## src/ghso_pkg.sv

```systemverilog
// Purpose: Shared constants for the guard hinge safety output logic
// Assumes: 250 MHz clock, APB register access
// Notes:   Offsets are byte addresses of 32-bit words
package ghso_pkg;
   // Register byte offsets
   localparam logic [7:0] GHSO_STATUS_OFS   = 8'h00;
   localparam logic [7:0] GHSO_IRQ_STAT_OFS = 8'h04;
   localparam logic [7:0] GHSO_IRQ_MASK_OFS = 8'h08;
   localparam logic [7:0] GHSO_CTRL_OFS     = 8'h0c;
   localparam logic [7:0] GHSO_LAMP_OFS     = 8'h10;
   // Status register field positions
   localparam int GHSO_ST_OUT_POS   = 0;
   localparam int GHSO_ST_ACT_POS   = 1;
   localparam int GHSO_ST_COND_POS  = 2;
   localparam int GHSO_ST_LIMIT_POS = 3;
   localparam int GHSO_ST_STATE_POS = 4;
   // Interrupt event bit positions
   localparam int GHSO_EV_INPUT_OFF = 0;
   localparam int GHSO_EV_PARTIAL   = 1;
   localparam int GHSO_EV_OUT_FAULT = 2;
   localparam int GHSO_EV_INT_FAULT = 3;
   localparam int GHSO_EV_ON        = 4;
   localparam int GHSO_EV_W         = 5;
   // Control fields
   localparam int GHSO_CTRL_INJECT_POS = 0;
   // Reset values
   localparam logic [4:0] GHSO_MASK_RST = 5'h00;
   localparam logic [0:0] GHSO_CTRL_RST = 1'h0;
   // Timing
   localparam int GHSO_CLK_MHZ      = 250;
   localparam int GHSO_SELFTEST_US  = 10;
   localparam int GHSO_SELFTEST_CYC = GHSO_SELFTEST_US * GHSO_CLK_MHZ;
   localparam int GHSO_MISMATCH_NS  = 1000;
   localparam int GHSO_MISMATCH_CYC = GHSO_MISMATCH_NS * GHSO_CLK_MHZ / 1000;
   localparam int GHSO_FLASH_MS     = 250;
   localparam int GHSO_FLASH_CYC    = GHSO_FLASH_MS * GHSO_CLK_MHZ * 1000;
   localparam int GHSO_CHAIN_MAX    = 32;
   // Lamp colour codes
   localparam logic [1:0] GHSO_LAMP_OFF    = 2'h0;
   localparam logic [1:0] GHSO_LAMP_GREEN  = 2'h1;
   localparam logic [1:0] GHSO_LAMP_ORANGE = 2'h2;
   localparam logic [1:0] GHSO_LAMP_RED    = 2'h3;
   // Device states
   typedef enum logic [2:0] {
      GHSO_SELFTEST,
      GHSO_RUN,
      GHSO_INPUT_LOCK,
      GHSO_PARTIAL_LOCK,
      GHSO_OUT_FAULT,
      GHSO_INT_FAULT
   } ghso_state_t;
endpackage : ghso_pkg

```

## src/ghso_apb_regs.sv

```systemverilog
// Purpose: APB slave holding control, interrupt status and mask
// Assumes: zero wait states, 32-bit data, aligned words
// Notes:   Status bits are write-one-to-clear; a new event wins over clear
`timescale 1ns/10ps
module ghso_apb_regs
   import ghso_pkg::*;
(
   input  wire logic                clk_i,
   input  wire logic                srst_i,
   input  wire logic                psel_i,
   input  wire logic                penable_i,
   input  wire logic                pwrite_i,
   input  wire logic [7:0]          paddr_i,
   input  wire logic [31:0]         pwdata_i,
   output logic      [31:0]         prdata_o,
   output logic                     pready_o,
   output logic                     pslverr_o,
   input  wire logic [GHSO_EV_W-1:0] event_i,
   input  wire logic [31:0]         status_i,
   input  wire logic [31:0]         lamp_i,
   output logic                     inject_o,
   output logic                     irq_o
);
   logic [GHSO_EV_W-1:0] irq_stat;
   logic [GHSO_EV_W-1:0] irq_mask;
   logic                 wr_en;
   logic                 rd_en;
   logic                 hit;
   logic [31:0]          next_rdata;

   // Access decode, single-cycle answer
   assign wr_en     = psel_i & penable_i & pwrite_i;
   assign rd_en     = psel_i & ~penable_i & ~pwrite_i;
   assign pready_o  = 1'b1;
   assign hit       = (paddr_i == GHSO_STATUS_OFS) | (paddr_i == GHSO_IRQ_STAT_OFS)
                    | (paddr_i == GHSO_IRQ_MASK_OFS) | (paddr_i == GHSO_CTRL_OFS)
                    | (paddr_i == GHSO_LAMP_OFS);
   assign pslverr_o = psel_i & penable_i & ~hit;
   assign irq_o     = |(irq_stat & irq_mask);

   // Sticky event bits, set beats clear
   always_ff @(posedge clk_i) begin
      if (srst_i) begin
         irq_stat <= '0;
      end else if (wr_en && paddr_i == GHSO_IRQ_STAT_OFS) begin
         irq_stat <= (irq_stat & ~pwdata_i[GHSO_EV_W-1:0]) | event_i;
      end else begin
         irq_stat <= irq_stat | event_i;
      end
   end

   // Mask and control registers
   always_ff @(posedge clk_i) begin
      if (srst_i) begin
         irq_mask <= GHSO_MASK_RST;
         inject_o <= GHSO_CTRL_RST;
      end else if (wr_en) begin
         if (paddr_i == GHSO_IRQ_MASK_OFS) irq_mask <= pwdata_i[GHSO_EV_W-1:0];
         if (paddr_i == GHSO_CTRL_OFS) inject_o <= pwdata_i[GHSO_CTRL_INJECT_POS];
      end
   end

   // Read mux, captured in setup so data stands in access
   always_comb begin
      unique case (paddr_i)
         GHSO_STATUS_OFS:   next_rdata = status_i;
         GHSO_IRQ_STAT_OFS: next_rdata = {{(32-GHSO_EV_W){1'b0}}, irq_stat};
         GHSO_IRQ_MASK_OFS: next_rdata = {{(32-GHSO_EV_W){1'b0}}, irq_mask};
         GHSO_CTRL_OFS:     next_rdata = {31'h0, inject_o};
         GHSO_LAMP_OFS:     next_rdata = lamp_i;
         default:           next_rdata = 32'h0;
      endcase
   end

   always_ff @(posedge clk_i) begin
      if (srst_i) prdata_o <= 32'h0;
      else if (rd_en) prdata_o <= next_rdata;
   end
endmodule : ghso_apb_regs

```

## src/ghso_top.sv

```systemverilog
// Purpose: Monitoring logic of a guard hinge safety switch with electronic outputs
// Assumes: inputs synchronous to CLOCK_I; SRST_I stands for supply removal
// Notes:   Lamps are 2-bit colour codes; flashing alternates two colours
//          Readback is judged only while the pair is driven on
//
// Function
// - Input condition fulfilled only when both enable inputs are high.
// - Input condition and sensing channel agreement are checked continuously.
// - Either enable dropping while outputs on switches both outputs off.
// - After input shutdown, both enables must go low then high again.
// - Slow or slight partial opening switches both safety outputs off.
// - After partial opening, actuator must open fully and close again.
// - Actuator present, inputs unfulfilled: outputs off, status on, actuator lamp green.
// - Nothing present: outputs and status off, only power lamp green.
// - Actuator at limit, inputs not fulfilled: actuator lamp flashes, status on.
// - Output fault: outputs and status off, supply lamp green, output lamp flashes red until restart.
// - Fundamental error: supply lamp red, other lamps off, held until supply removal.
// - Up to 32 switches chain, each output feeds next inputs.
//
// The implementer's own choices: the APB register port and the register offsets.
`timescale 1ns/10ps
module ghso_top
   import ghso_pkg::*;
#(
   parameter int SELFTEST_CYC = GHSO_SELFTEST_CYC,
   parameter int FLASH_CYC    = GHSO_FLASH_CYC
)(
   input  wire logic        CLOCK_I,
   input  wire logic        SRST_I,
   input  wire logic        ENABLE_A_I,
   input  wire logic        ENABLE_B_I,
   input  wire logic        SENSE_CLOSED_A_I,
   input  wire logic        SENSE_CLOSED_B_I,
   input  wire logic        SENSE_LIMIT_I,
   input  wire logic        SENSE_OPEN_I,
   input  wire logic        OUT_READBACK_A_I,
   input  wire logic        OUT_READBACK_B_I,
   input  wire logic        PSEL_I,
   input  wire logic        PENABLE_I,
   input  wire logic        PWRITE_I,
   input  wire logic [7:0]  PADDR_I,
   input  wire logic [31:0] PWDATA_I,
   output logic      [31:0] PRDATA_O,
   output logic             PREADY_O,
   output logic             PSLVERR_O,
   output logic             SAFETY_SWITCH_PAIR_A_O,
   output logic             SAFETY_SWITCH_PAIR_B_O,
   output logic             ACTUATOR_STATUS_SIGNAL_O,
   output logic [1:0]       SUPPLY_LAMP_O,
   output logic [1:0]       SWITCH_STATE_LAMP_O,
   output logic [1:0]       ENABLE_STATE_LAMP_O,
   output logic [1:0]       HINGE_POSITION_LAMP_O,
   output logic             IRQ_O
);
   ghso_state_t           state;
   ghso_state_t           next_state;
   logic [31:0]           st_cnt;
   logic [31:0]           fl_cnt;
   logic                  flash;
   logic [8:0]            mm_cnt;
   logic                  cond_ok;
   logic                  cond_irr;
   logic                  act_det;
   logic                  at_limit;
   logic                  chan_err;
   logic                  outs_on;
   logic                  enables_low_seen;
   logic                  open_seen;
   logic                  out_fault;
   logic                  inject;
   logic                  prev_on;
   logic [GHSO_EV_W-1:0]  events;
   logic [31:0]           status_word;
   logic [31:0]           lamp_word;

   // Flashing colour pair helper
   function automatic logic [1:0] ghso_flash_col(input logic ph, input logic [1:0] c1,
                                                 input logic [1:0] c2);
      ghso_flash_col = ph ? c1 : c2;
   endfunction : ghso_flash_col

   // Pair drive for the coming cycle, shared by outputs, lamps and events
   function automatic logic ghso_on_next(input logic on_now, input ghso_state_t nxt);
      ghso_on_next = on_now & (nxt == GHSO_RUN);
   endfunction : ghso_on_next

   // Input condition decode
   assign cond_ok  = ENABLE_A_I & ENABLE_B_I;
   assign cond_irr = ENABLE_A_I ^ ENABLE_B_I;
   // Actuator decode from redundant channels
   assign act_det  = SENSE_CLOSED_A_I & SENSE_CLOSED_B_I & ~SENSE_LIMIT_I;
   assign at_limit = SENSE_CLOSED_A_I & SENSE_CLOSED_B_I & SENSE_LIMIT_I;
   assign outs_on  = (state == GHSO_RUN) & cond_ok & (act_det | at_limit);

   // Channel disagreement filter, persistent mismatch is internal error
   // Counter saturates while the mismatch lasts and clears when it ends; GHSO_INT_FAULT holds the error until supply removal
   always_ff @(posedge CLOCK_I) begin
      if (SRST_I) begin
         mm_cnt <= 9'h000;
      end else if ((SENSE_CLOSED_A_I ^ SENSE_CLOSED_B_I) | (SENSE_OPEN_I & SENSE_CLOSED_A_I)) begin
         if (mm_cnt != 9'(GHSO_MISMATCH_CYC)) mm_cnt <= mm_cnt + 9'h001;
      end else begin
         mm_cnt <= 9'h000;
      end
   end
   assign chan_err = (mm_cnt == 9'(GHSO_MISMATCH_CYC)) | inject;

   // Output readback mismatch means cross connection or short
   // Only weighed while on, so the switching edges never trip it
   assign out_fault = (OUT_READBACK_A_I != SAFETY_SWITCH_PAIR_A_O)
                    | (OUT_READBACK_B_I != SAFETY_SWITCH_PAIR_B_O);

   // Self-test timer
   // Counts only in self-test; coming back there needs a reset
   always_ff @(posedge CLOCK_I) begin
      if (SRST_I) st_cnt <= 32'h0;
      else if (state == GHSO_SELFTEST) st_cnt <= st_cnt + 32'h1;
      else st_cnt <= 32'h0;
   end

   // Flash phase generator
   // Free running, so all flashing lamps share one phase
   always_ff @(posedge CLOCK_I) begin
      if (SRST_I) begin
         fl_cnt <= 32'h0;
         flash  <= 1'b0;
      end else if (fl_cnt >= 32'(FLASH_CYC - 1)) begin
         fl_cnt <= 32'h0;
         flash  <= ~flash;
      end else begin
         fl_cnt <= fl_cnt + 32'h1;
      end
   end

   // Re-arm tracking for lock states
   // Both flags drop outside their lock state, so old history cannot re-arm
   always_ff @(posedge CLOCK_I) begin
      if (SRST_I) begin
         enables_low_seen <= 1'b0;
         open_seen        <= 1'b0;
      end else begin
         if (state != GHSO_INPUT_LOCK) enables_low_seen <= 1'b0;
         else if (~ENABLE_A_I & ~ENABLE_B_I) enables_low_seen <= 1'b1;
         if (state != GHSO_PARTIAL_LOCK) open_seen <= 1'b0;
         else if (SENSE_OPEN_I & ~SENSE_CLOSED_A_I & ~SENSE_CLOSED_B_I)
            open_seen <= 1'b1;
      end
   end

   // Main state transitions
   always_comb begin
      next_state = state;
      unique case (state)
         GHSO_SELFTEST: begin
            if (chan_err) next_state = GHSO_INT_FAULT;
            else if (st_cnt >= 32'(SELFTEST_CYC - 1)) next_state = GHSO_RUN;
         end
         GHSO_RUN: begin
            if (chan_err) next_state = GHSO_INT_FAULT;
            else if (outs_on && out_fault) next_state = GHSO_OUT_FAULT;
            else if (prev_on && !cond_ok) next_state = GHSO_INPUT_LOCK;
            else if (prev_on && !act_det && !at_limit && !SENSE_OPEN_I)
               next_state = GHSO_PARTIAL_LOCK;
         end
         GHSO_INPUT_LOCK: begin
            if (chan_err) next_state = GHSO_INT_FAULT;
            else if (enables_low_seen && cond_ok) next_state = GHSO_RUN;
         end
         GHSO_PARTIAL_LOCK: begin
            if (chan_err) next_state = GHSO_INT_FAULT;
            else if (open_seen && act_det) next_state = GHSO_RUN;
         end
         GHSO_OUT_FAULT: next_state = chan_err ? GHSO_INT_FAULT : GHSO_OUT_FAULT;
         GHSO_INT_FAULT: next_state = GHSO_INT_FAULT;
         default:        next_state = GHSO_INT_FAULT;
      endcase
   end

   // State register; supply removal restarts the self-test
   always_ff @(posedge CLOCK_I) begin
      if (SRST_I) state <= GHSO_SELFTEST;
      else state <= next_state;
   end

   // Remember that outputs were on last cycle
   always_ff @(posedge CLOCK_I) begin
      if (SRST_I) prev_on <= 1'b0;
      else prev_on <= ghso_on_next(outs_on, next_state);
   end

   // Safety outputs and status signal, registered
   always_ff @(posedge CLOCK_I) begin
      if (SRST_I) begin
         SAFETY_SWITCH_PAIR_A_O   <= 1'b0;
         SAFETY_SWITCH_PAIR_B_O   <= 1'b0;
         ACTUATOR_STATUS_SIGNAL_O <= 1'b0;
      end else begin
         // Both outputs always move together
         SAFETY_SWITCH_PAIR_A_O   <= ghso_on_next(outs_on, next_state);
         SAFETY_SWITCH_PAIR_B_O   <= ghso_on_next(outs_on, next_state);
         ACTUATOR_STATUS_SIGNAL_O <= (next_state != GHSO_SELFTEST) && (next_state != GHSO_OUT_FAULT)
                                   && (next_state != GHSO_INT_FAULT)
                                   && (act_det || (at_limit && !cond_ok));
      end
   end

   // Lamp driving
   // Colours follow the coming state to stay in step with the outputs
   always_ff @(posedge CLOCK_I) begin
      if (SRST_I) begin
         SUPPLY_LAMP_O         <= GHSO_LAMP_ORANGE;
         SWITCH_STATE_LAMP_O   <= GHSO_LAMP_OFF;
         ENABLE_STATE_LAMP_O   <= GHSO_LAMP_OFF;
         HINGE_POSITION_LAMP_O <= GHSO_LAMP_OFF;
      end else begin
         unique case (next_state)
            GHSO_SELFTEST: begin
               SUPPLY_LAMP_O         <= GHSO_LAMP_ORANGE;
               SWITCH_STATE_LAMP_O   <= GHSO_LAMP_OFF;
               ENABLE_STATE_LAMP_O   <= GHSO_LAMP_OFF;
               HINGE_POSITION_LAMP_O <= GHSO_LAMP_OFF;
            end
            GHSO_OUT_FAULT: begin
               SUPPLY_LAMP_O         <= GHSO_LAMP_GREEN;
               SWITCH_STATE_LAMP_O   <= flash ? GHSO_LAMP_RED : GHSO_LAMP_OFF;
               ENABLE_STATE_LAMP_O   <= GHSO_LAMP_OFF;
               HINGE_POSITION_LAMP_O <= GHSO_LAMP_OFF;
            end
            GHSO_INT_FAULT: begin
               SUPPLY_LAMP_O         <= GHSO_LAMP_RED;
               SWITCH_STATE_LAMP_O   <= GHSO_LAMP_OFF;
               ENABLE_STATE_LAMP_O   <= GHSO_LAMP_OFF;
               HINGE_POSITION_LAMP_O <= GHSO_LAMP_OFF;
            end
            default: begin
               SUPPLY_LAMP_O       <= GHSO_LAMP_GREEN;
               SWITCH_STATE_LAMP_O <= ghso_on_next(outs_on, next_state)
                                    ? GHSO_LAMP_GREEN : GHSO_LAMP_OFF;
               if (cond_irr)
                  ENABLE_STATE_LAMP_O <= ghso_flash_col(flash, GHSO_LAMP_ORANGE, GHSO_LAMP_GREEN);
               else
                  ENABLE_STATE_LAMP_O <= cond_ok ? GHSO_LAMP_GREEN : GHSO_LAMP_OFF;
               if (at_limit)
                  HINGE_POSITION_LAMP_O <= ghso_flash_col(flash, GHSO_LAMP_ORANGE,
                                                          GHSO_LAMP_GREEN);
               else
                  HINGE_POSITION_LAMP_O <= act_det ? GHSO_LAMP_GREEN : GHSO_LAMP_OFF;
            end
         endcase
      end
   end

   // Events for the interrupt block
   // Single-cycle pulses, kept sticky by the register block
   always_comb begin
      events                    = '0;
      events[GHSO_EV_INPUT_OFF] = (state == GHSO_RUN) && (next_state == GHSO_INPUT_LOCK);
      events[GHSO_EV_PARTIAL]   = (state == GHSO_RUN) && (next_state == GHSO_PARTIAL_LOCK);
      events[GHSO_EV_OUT_FAULT] = (state != GHSO_OUT_FAULT) && (next_state == GHSO_OUT_FAULT);
      events[GHSO_EV_INT_FAULT] = (state != GHSO_INT_FAULT) && (next_state == GHSO_INT_FAULT);
      events[GHSO_EV_ON]        = !prev_on && ghso_on_next(outs_on, next_state);
   end

   // Read-back words
   // State code is exposed for diagnosis over the bus
   assign status_word = {25'h0, state, at_limit, cond_ok, act_det, SAFETY_SWITCH_PAIR_A_O};
   assign lamp_word   = {24'h0, HINGE_POSITION_LAMP_O, ENABLE_STATE_LAMP_O,
                         SWITCH_STATE_LAMP_O, SUPPLY_LAMP_O};

   // Register file and interrupt
   // Unmapped offsets answer with an error and read as zero
   ghso_apb_regs u_regs (
      .clk_i     (CLOCK_I),
      .srst_i    (SRST_I),
      .psel_i    (PSEL_I),
      .penable_i (PENABLE_I),
      .pwrite_i  (PWRITE_I),
      .paddr_i   (PADDR_I),
      .pwdata_i  (PWDATA_I),
      .prdata_o  (PRDATA_O),
      .pready_o  (PREADY_O),
      .pslverr_o (PSLVERR_O),
      .event_i   (events),
      .status_i  (status_word),
      .lamp_i    (lamp_word),
      .inject_o  (inject),
      .irq_o     (IRQ_O)
   );
endmodule : ghso_top

```

## config.mk

```make
export PLATFORM = sky130hd
export DESIGN_NAME = ghso_top
export DESIGN_NICKNAME = d
export VERILOG_FILES = /design/src/ghso_pkg.sv /design/src/ghso_apb_regs.sv /design/src/ghso_top.sv
export SDC_FILE = /design/constraint.sdc
export NUM_CORES = 1
export LEC_CHECK = 0
export BUFFER_PORTS_ARGS = -buffer_cell sky130_fd_sc_hd__buf_2
export CAP_MARGIN = 10
export CORE_MARGIN = 2
export CORE_UTILIZATION = 59
export CTS_BUF_LIST = sky130_fd_sc_hd__clkbuf_16
export CTS_CLUSTER_DIAMETER = 120
export CTS_CLUSTER_SIZE = 16
export DETAILED_ROUTE_END_ITERATION = 6
export GPL_TIMING_DRIVEN = 1
export PLACE_DENSITY = 0.89
export RECOVER_POWER = 50
export SYNTH_ARGS = -nofsm -noshare
export SYNTH_HDL_FRONTEND = slang
export SYNTH_SLANG_ARGS = --single-unit
```

## constraint.sdc

```tcl
create_clock -name CLOCK_I -period 3.1 [get_ports CLOCK_I]
set_input_delay 0.465 -clock CLOCK_I [delete_from_list [all_inputs] [get_ports CLOCK_I]]
set_output_delay 0.465 -clock CLOCK_I [all_outputs]
set_load 0.02 [all_outputs]
```

==> results of run 1 <==
## cells by family after synthesis
family	after synthesis	synth area share
AO/OA/AOI/OAI	77	0.1049
XOR/XNOR	56	0.09679
adder cells (fa/ha/maj)	7	0.01728
buffers and inverters	62	0.06667
flip-flops	108	0.4267
multiplexers	4	0.01086
other	2	0.001482
AND/OR/NAND/NOR	270	0.2753
## sequential cells by signal, summed over array words and instances, names as in the netlist
signal / cells
st_cnt: 32
SAFETY_SWITCH_PAIR_B_O: 1
u_regs.prdata_o: 8
u_regs.irq_stat: 5
HINGE_POSITION_LAMP_O: 2
state: 3
ENABLE_STATE_LAMP_O: 2
SWITCH_STATE_LAMP_O: 2
mm_cnt: 9
ACTUATOR_STATUS_SIGNAL_O: 1
fl_cnt: 32
open_seen: 1
SUPPLY_LAMP_O: 2
u_regs.inject_o: 1
flash: 1
enables_low_seen: 1
u_regs.irq_mask: 5
## routing by layer
layer  track usage  routed length, um  up-vias
met3       0.06142                613       27
li1              -                  -     2094
met5             0                  0        -
met2        0.4012               5444      146
met1        0.2749               4431     2026
met4       0.07151                201        0
## synthesized netlist by cell type (all sizes together) (14+ instances only)
| master | instances | share of area |
|---|---|---|
| nor4 | 20 | 0.029 |
| xnor2 | 35 | 0.060 |
| nand4 | 15 | 0.020 |
| a21oi | 21 | 0.021 |
| and3 | 17 | 0.021 |
| xor2 | 21 | 0.036 |
| nand3 | 34 | 0.034 |
| clkbuf | 14 | 0.011 |
| buf | 31 | 0.043 |
| o21ai | 15 | 0.015 |
| nor3 | 17 | 0.018 |
| nor2 | 84 | 0.062 |
| nand2 | 43 | 0.032 |
| dfxtp | 108 | 0.43 |
| inv | 16 | 0.012 |
## how the worst max path moves through the flow
stage	from	to	slack, ps	cells past startpoint
after floorplan	PADDR_I[0]	PSLVERR_O	950	4
after global placement	PADDR_I[0]	PSLVERR_O	650	5
after CTS	PADDR_I[0]	PSLVERR_O	630	5
after global routing	PADDR_I[0]	PSLVERR_O	520	5
after detailed placement	PADDR_I[0]	PSLVERR_O	640	5
final	PADDR_I[0]	PSLVERR_O	560	5
## power by group
part           internal (W)  leakage, nW  switching (W)  total (W)
Clock              0.000721        0.159       0.000523    0.00124
Combinational     0.0000363        0.905      0.0000900   0.000126
Sequential          0.00140        0.873      0.0000104    0.00141
## through the flow
stage | hold slack (ps) | instance area (um^2)
after floorplan | 429.7 | 5176
after global placement | 434.3 | 5286
after detailed placement | 445.8 | 5286
after CTS | 377.7 | 5617
after global routing | 379.9 | 5578
final | 387.0 | 5578
## critical path, stage by stage
cell and delay [ps]:
buf_2 90, or4_1 670, nor3_1 570, nor3_1 90, buf_2 190
## final cells by class
cell class              instances  area [um^2]  area share
clock buffers                   9        225.2     0.04038
clock inverters                 7        105.1     0.01884
inverters                      17        63.81     0.01144
multi-input cells             445         2665      0.4778
flip-flops and latches        108         2162      0.3876
well taps                     105        131.4     0.02355
repair buffers                 49        225.2     0.04038
==> impl_metrics.csv, run 1 <==
group,metric,value,unit
setup_path,rr_worst_depth,5,
sta,timing.final.crit_share,0.8184,
setup_path,path_max_fanout,6,
finish,fillerInstances,665,
logic_synthesis,synthDistinctLibCells,60,
logic_synthesis,synth_ff_type,"dfxtp_1",
route,drt-initial-drc-count,192,
setup_path,endpoint_kind,"primary output",
min_path,whs_path_depth,3,
clock_tree,clk_pin_slew,70,ps
setup_path,rr_startpoint,"st_cnt[2]",
sta,finalWorstSetupSlack,563.0,ps
place,pre_cts_slack,645.0,ps
setup_path,timing.rr.end,"st_cnt[31]",
logic_synthesis,synthArstFlopShare,0,
clock_tree,cts_setup_buffers,0,
global_routing,antenna_found_initial,0,
finish,final_nets,690,
place,gp_congestion,0.8943,
place,dp_cells,724,
power,p_leak,1.937,nW
clock_tree,clock-sinks,108,
clock_tree,numCtsBuffers,9,
finish,drive_gt1_frac,0.08661,
setup_path,crit_arrival,2070,ps
die,die_h,96.68,um
sta,relSlewSlack,0.2611,
power,power,0.002779,W
finish,fin_cells,740,
sta,min_period,2537,ps
finish,num_antenna_cells,0,
setup_path,reg2reg_slack,840,ps
clock_tree,clockBufferDepth,2,
clock_tree,clk_latency,340,ps
min_path,hp-class,"in -> reg",
place,port_buffers,46,
die,dieArea,0.009346,mm^2
clock_tree,cts.hold.buffers_added,0,
die,die_w,96.68,um
min_path,hold_path_end,"u_regs.irq_mask[3]",
global_routing,grt.overflow.total,0,
logic_synthesis,yosysSeqAreaShare,0.4267,
sta,max_freq,0.3942,GHz
setup_path,start_kind,"input port",
sta,clock_skew,9.662,ps
route,ant_nets,0,
clock_tree,cts_resized,0,
global_routing,grt_max_degree,32,
clock_tree,root_buffer,"clkbuf_16",
route,vias_per_cell,5.801,
logic_synthesis,ys_seq_elements,108,
sta,tns,0,ps
finish,utilization,0.6755,
route,drt_wl_total,10.69,mm
min_path,hp-start,"PWDATA_I[3]",
power,vdd_ir_drop_max,0.0003673,V
clock_tree,cts_tree,"yes",
job,maxCapViolCount,0,
power,powerDensity,498.3,mW/mm^2
finish,syn2layout_area_growth,10.07,%
finish,final_cell_mix,"dfxtp_1, nor2_1, nand2_1",
status,status,"completed",
global_routing,first_global_vias,4063,
sta,setup_violations,0,
die,core,0.008258,mm^2
logic_synthesis,synth-edff-count,0,
sta,hold_viol,0,
route,drc,0,
die,start_util,0.6136,
global_routing,track_usage,0.2295,
finish,layout_commonest_cell,"dfxtp_1",
clock_tree,htreeDepth,3,
sta,finalMaxSlewViolations,0,
logic_synthesis,synthCells,586,
route,firstDrtPassIters,5,
die,io-pin-count,99,
setup_path,cp.required,2630,ps
die,rows,33,
global_routing,grt_pass1_wl,18.28,mm
route,wire_per_inst,14.45,um
logic_synthesis,yosys_warnings,0,
logic_synthesis,syn_area,0.005067,mm^2
sta,tightest_slew,1108,ps
place,place.detailed.hpwl,7.635,mm
logic_synthesis,synth_area_per_cell,8.647,um^2
route,vias,4293,
setup_path,worstSetupPathType,"in -> out",
sta,rsz0062_at_grt,"false",
Note: power is estimated with default switching activity, not from simulation.
==> inputs of run 2 (changes only) <==
Settings changed: CORE_UTILIZATION 59 to 50, PLACE_DENSITY 0.89 to 0.81.
Clock period 3.1 ns to 2.29 ns, I/O delays scaled along.
==> impl_metrics.csv, run 2 (synthesis gave the netlist of run 1 again) <==
group,metric,value,unit
power,powerDensity,660.4,mW/mm^2
sta,rsz0062_at_grt,"false",
sta,finalWorstSetupSlack,203.6,ps
clock_tree,numCtsBuffers,9,
global_routing,antenna_found_initial,0,
finish,fin_cells,780,
sta,relSlewSlack,0.4527,
finish,syn2layout_area_growth,11.80,%
place,dp_cells,764,
die,start_util,0.5161,
finish,fillerInstances,871,
finish,layout_commonest_cell,"dfxtp_1",
finish,multi_input_area,0.002635,mm^2
place,pre_cts_slack,148.2,ps
die,dieArea,0.01096,mm^2
route,ant_nets,0,
die,io-pin-count,99,
min_path,hp-class,"in -> reg",
clock_tree,root_buffer,"clkbuf_16",
global_routing,grt.overflow.total,0,
finish,final_nets,702,
sta,min_period,2086,ps
finish,top_regs,"fl_cnt (32), st_cnt (32), mm_cnt (9)",
job,maxCapViolCount,0,
route,drt-initial-drc-count,234,
finish,final_cell_mix,"dfxtp_1, nor2_1, nand2_1",
setup_path,crit_arrival,2340,ps
finish,num_antenna_cells,0,
route,drt_wl_total,10.89,mm
setup_path,reg2reg_slack,200,ps
finish,drive_gt1_frac,0.09737,
place,place.detailed.hpwl,8.009,mm
die,die_h,104.7,um
setup_path,endpoint_kind,"flop",
sta,clock_skew,14.43,ps
sta,setup_violations,0,
setup_path,cp.required,2540,ps
route,vias,4300,
clock_tree,clk_pin_slew,70,ps
sta,finalMaxSlewViolations,0,
clock_tree,clk_latency,350,ps
power,p_leak,1.982,nW
clock_tree,clock-sinks,108,
global_routing,grt_pass1_wl,18.31,mm
setup_path,start_kind,"flop",
global_routing,grt_max_degree,32,
clock_tree,htreeDepth,3,
die,core,0.009819,mm^2
sta,tns,0,ps
clock_tree,clockBufferDepth,2,
sta,tightest_slew,809.5,ps
sta,hold_viol,0,
place,gp_congestion,0.8935,
route,vias_per_cell,5.513,
status,status,"completed",
global_routing,track_usage,0.2007,
route,firstDrtPassIters,5,
clock_tree,cts.hold.buffers_added,0,
clock_tree,cts_resized,0,
route,wire_per_inst,13.97,um
place,port_buffers,46,
die,rows,36,
clock_tree,cts_setup_buffers,0,
setup_path,worstSetupPathType,"reg -> reg",
route,drc,0,
power,vdd_ir_drop_max,0.0004069,V
finish,seq_area,0.002162,mm^2
die,die_w,104.7,um
global_routing,first_global_vias,4062,
clock_tree,cts_tree,"yes",
sta,max_freq,0.4793,GHz
setup_path,path_max_fanout,5,
sta,timing.final.crit_share,0.9111,
[run 2: routing by layer]
layer  global-route usage  routed length, um  vias up
met1               0.2490               4805     2020
met3              0.03182                590       12
met2               0.3478               5377      143
met5                    0                  0        -
met4              0.08095                120        0
li1                     -                  -     2125
[run 2: metrics by stage]
| stage | area (um^2) | power, W | utilization | hold WS (ps) |
|---|---|---|---|---|
| after global placement | 5424 | 0.002117 | 0.5524 | 435.6 |
| after CTS | 5748 | 0.003764 | 0.5854 | 266.3 |
| after global routing | 5665 | 0.003858 | 0.5770 | 282.1 |
| after detailed placement | 5424 | 0.002124 | 0.5524 | 443.2 |
| final | 5665 | 0.003742 | 0.5770 | 274.4 |
| after floorplan | 5176 | 0.002093 | - | 429.7 |
[run 2: critical path: stages (launching register included)]
cell	delay (ps)
dfxtp_1	350
inv_1	80
ha_1	210
nand4bb_1	150
o21ai_0	140
a211oi_1	500
o21ai_1	250
a221oi_1	320
[run 2: final timing paths]
| path | from | to | cells after the start |
|---|---|---|---|
| max | mm_cnt[0] | HINGE_POSITION_LAMP_O[0] | 7 |
| min | PWDATA_I[3] | u_regs.irq_mask[3] | 3 |
| max reg2reg | mm_cnt[0] | HINGE_POSITION_LAMP_O[0] | 7 |
| min reg2reg | fl_cnt[0] | fl_cnt[0] | 1 |
[run 2: final cells by class]
cell class	instances	area share
clock inverters	7	0.01745
well taps	133	0.02937
inverters	17	0.01126
multi-input cells	445	0.4651
flip-flops and latches	108	0.3816
repair buffers	61	0.05543
clock buffers	9	0.03975
[run 2: report_power, final]
group | switching [W] | internal (W) | total, W
Clock | 0.000698 | 0.000967 | 0.00166
Combinational | 0.000119 | 0.0000510 | 0.000170
Sequential | 0.0000138 | 0.00189 | 0.00191
Total | 0.000831 | 0.00291 | 0.00374
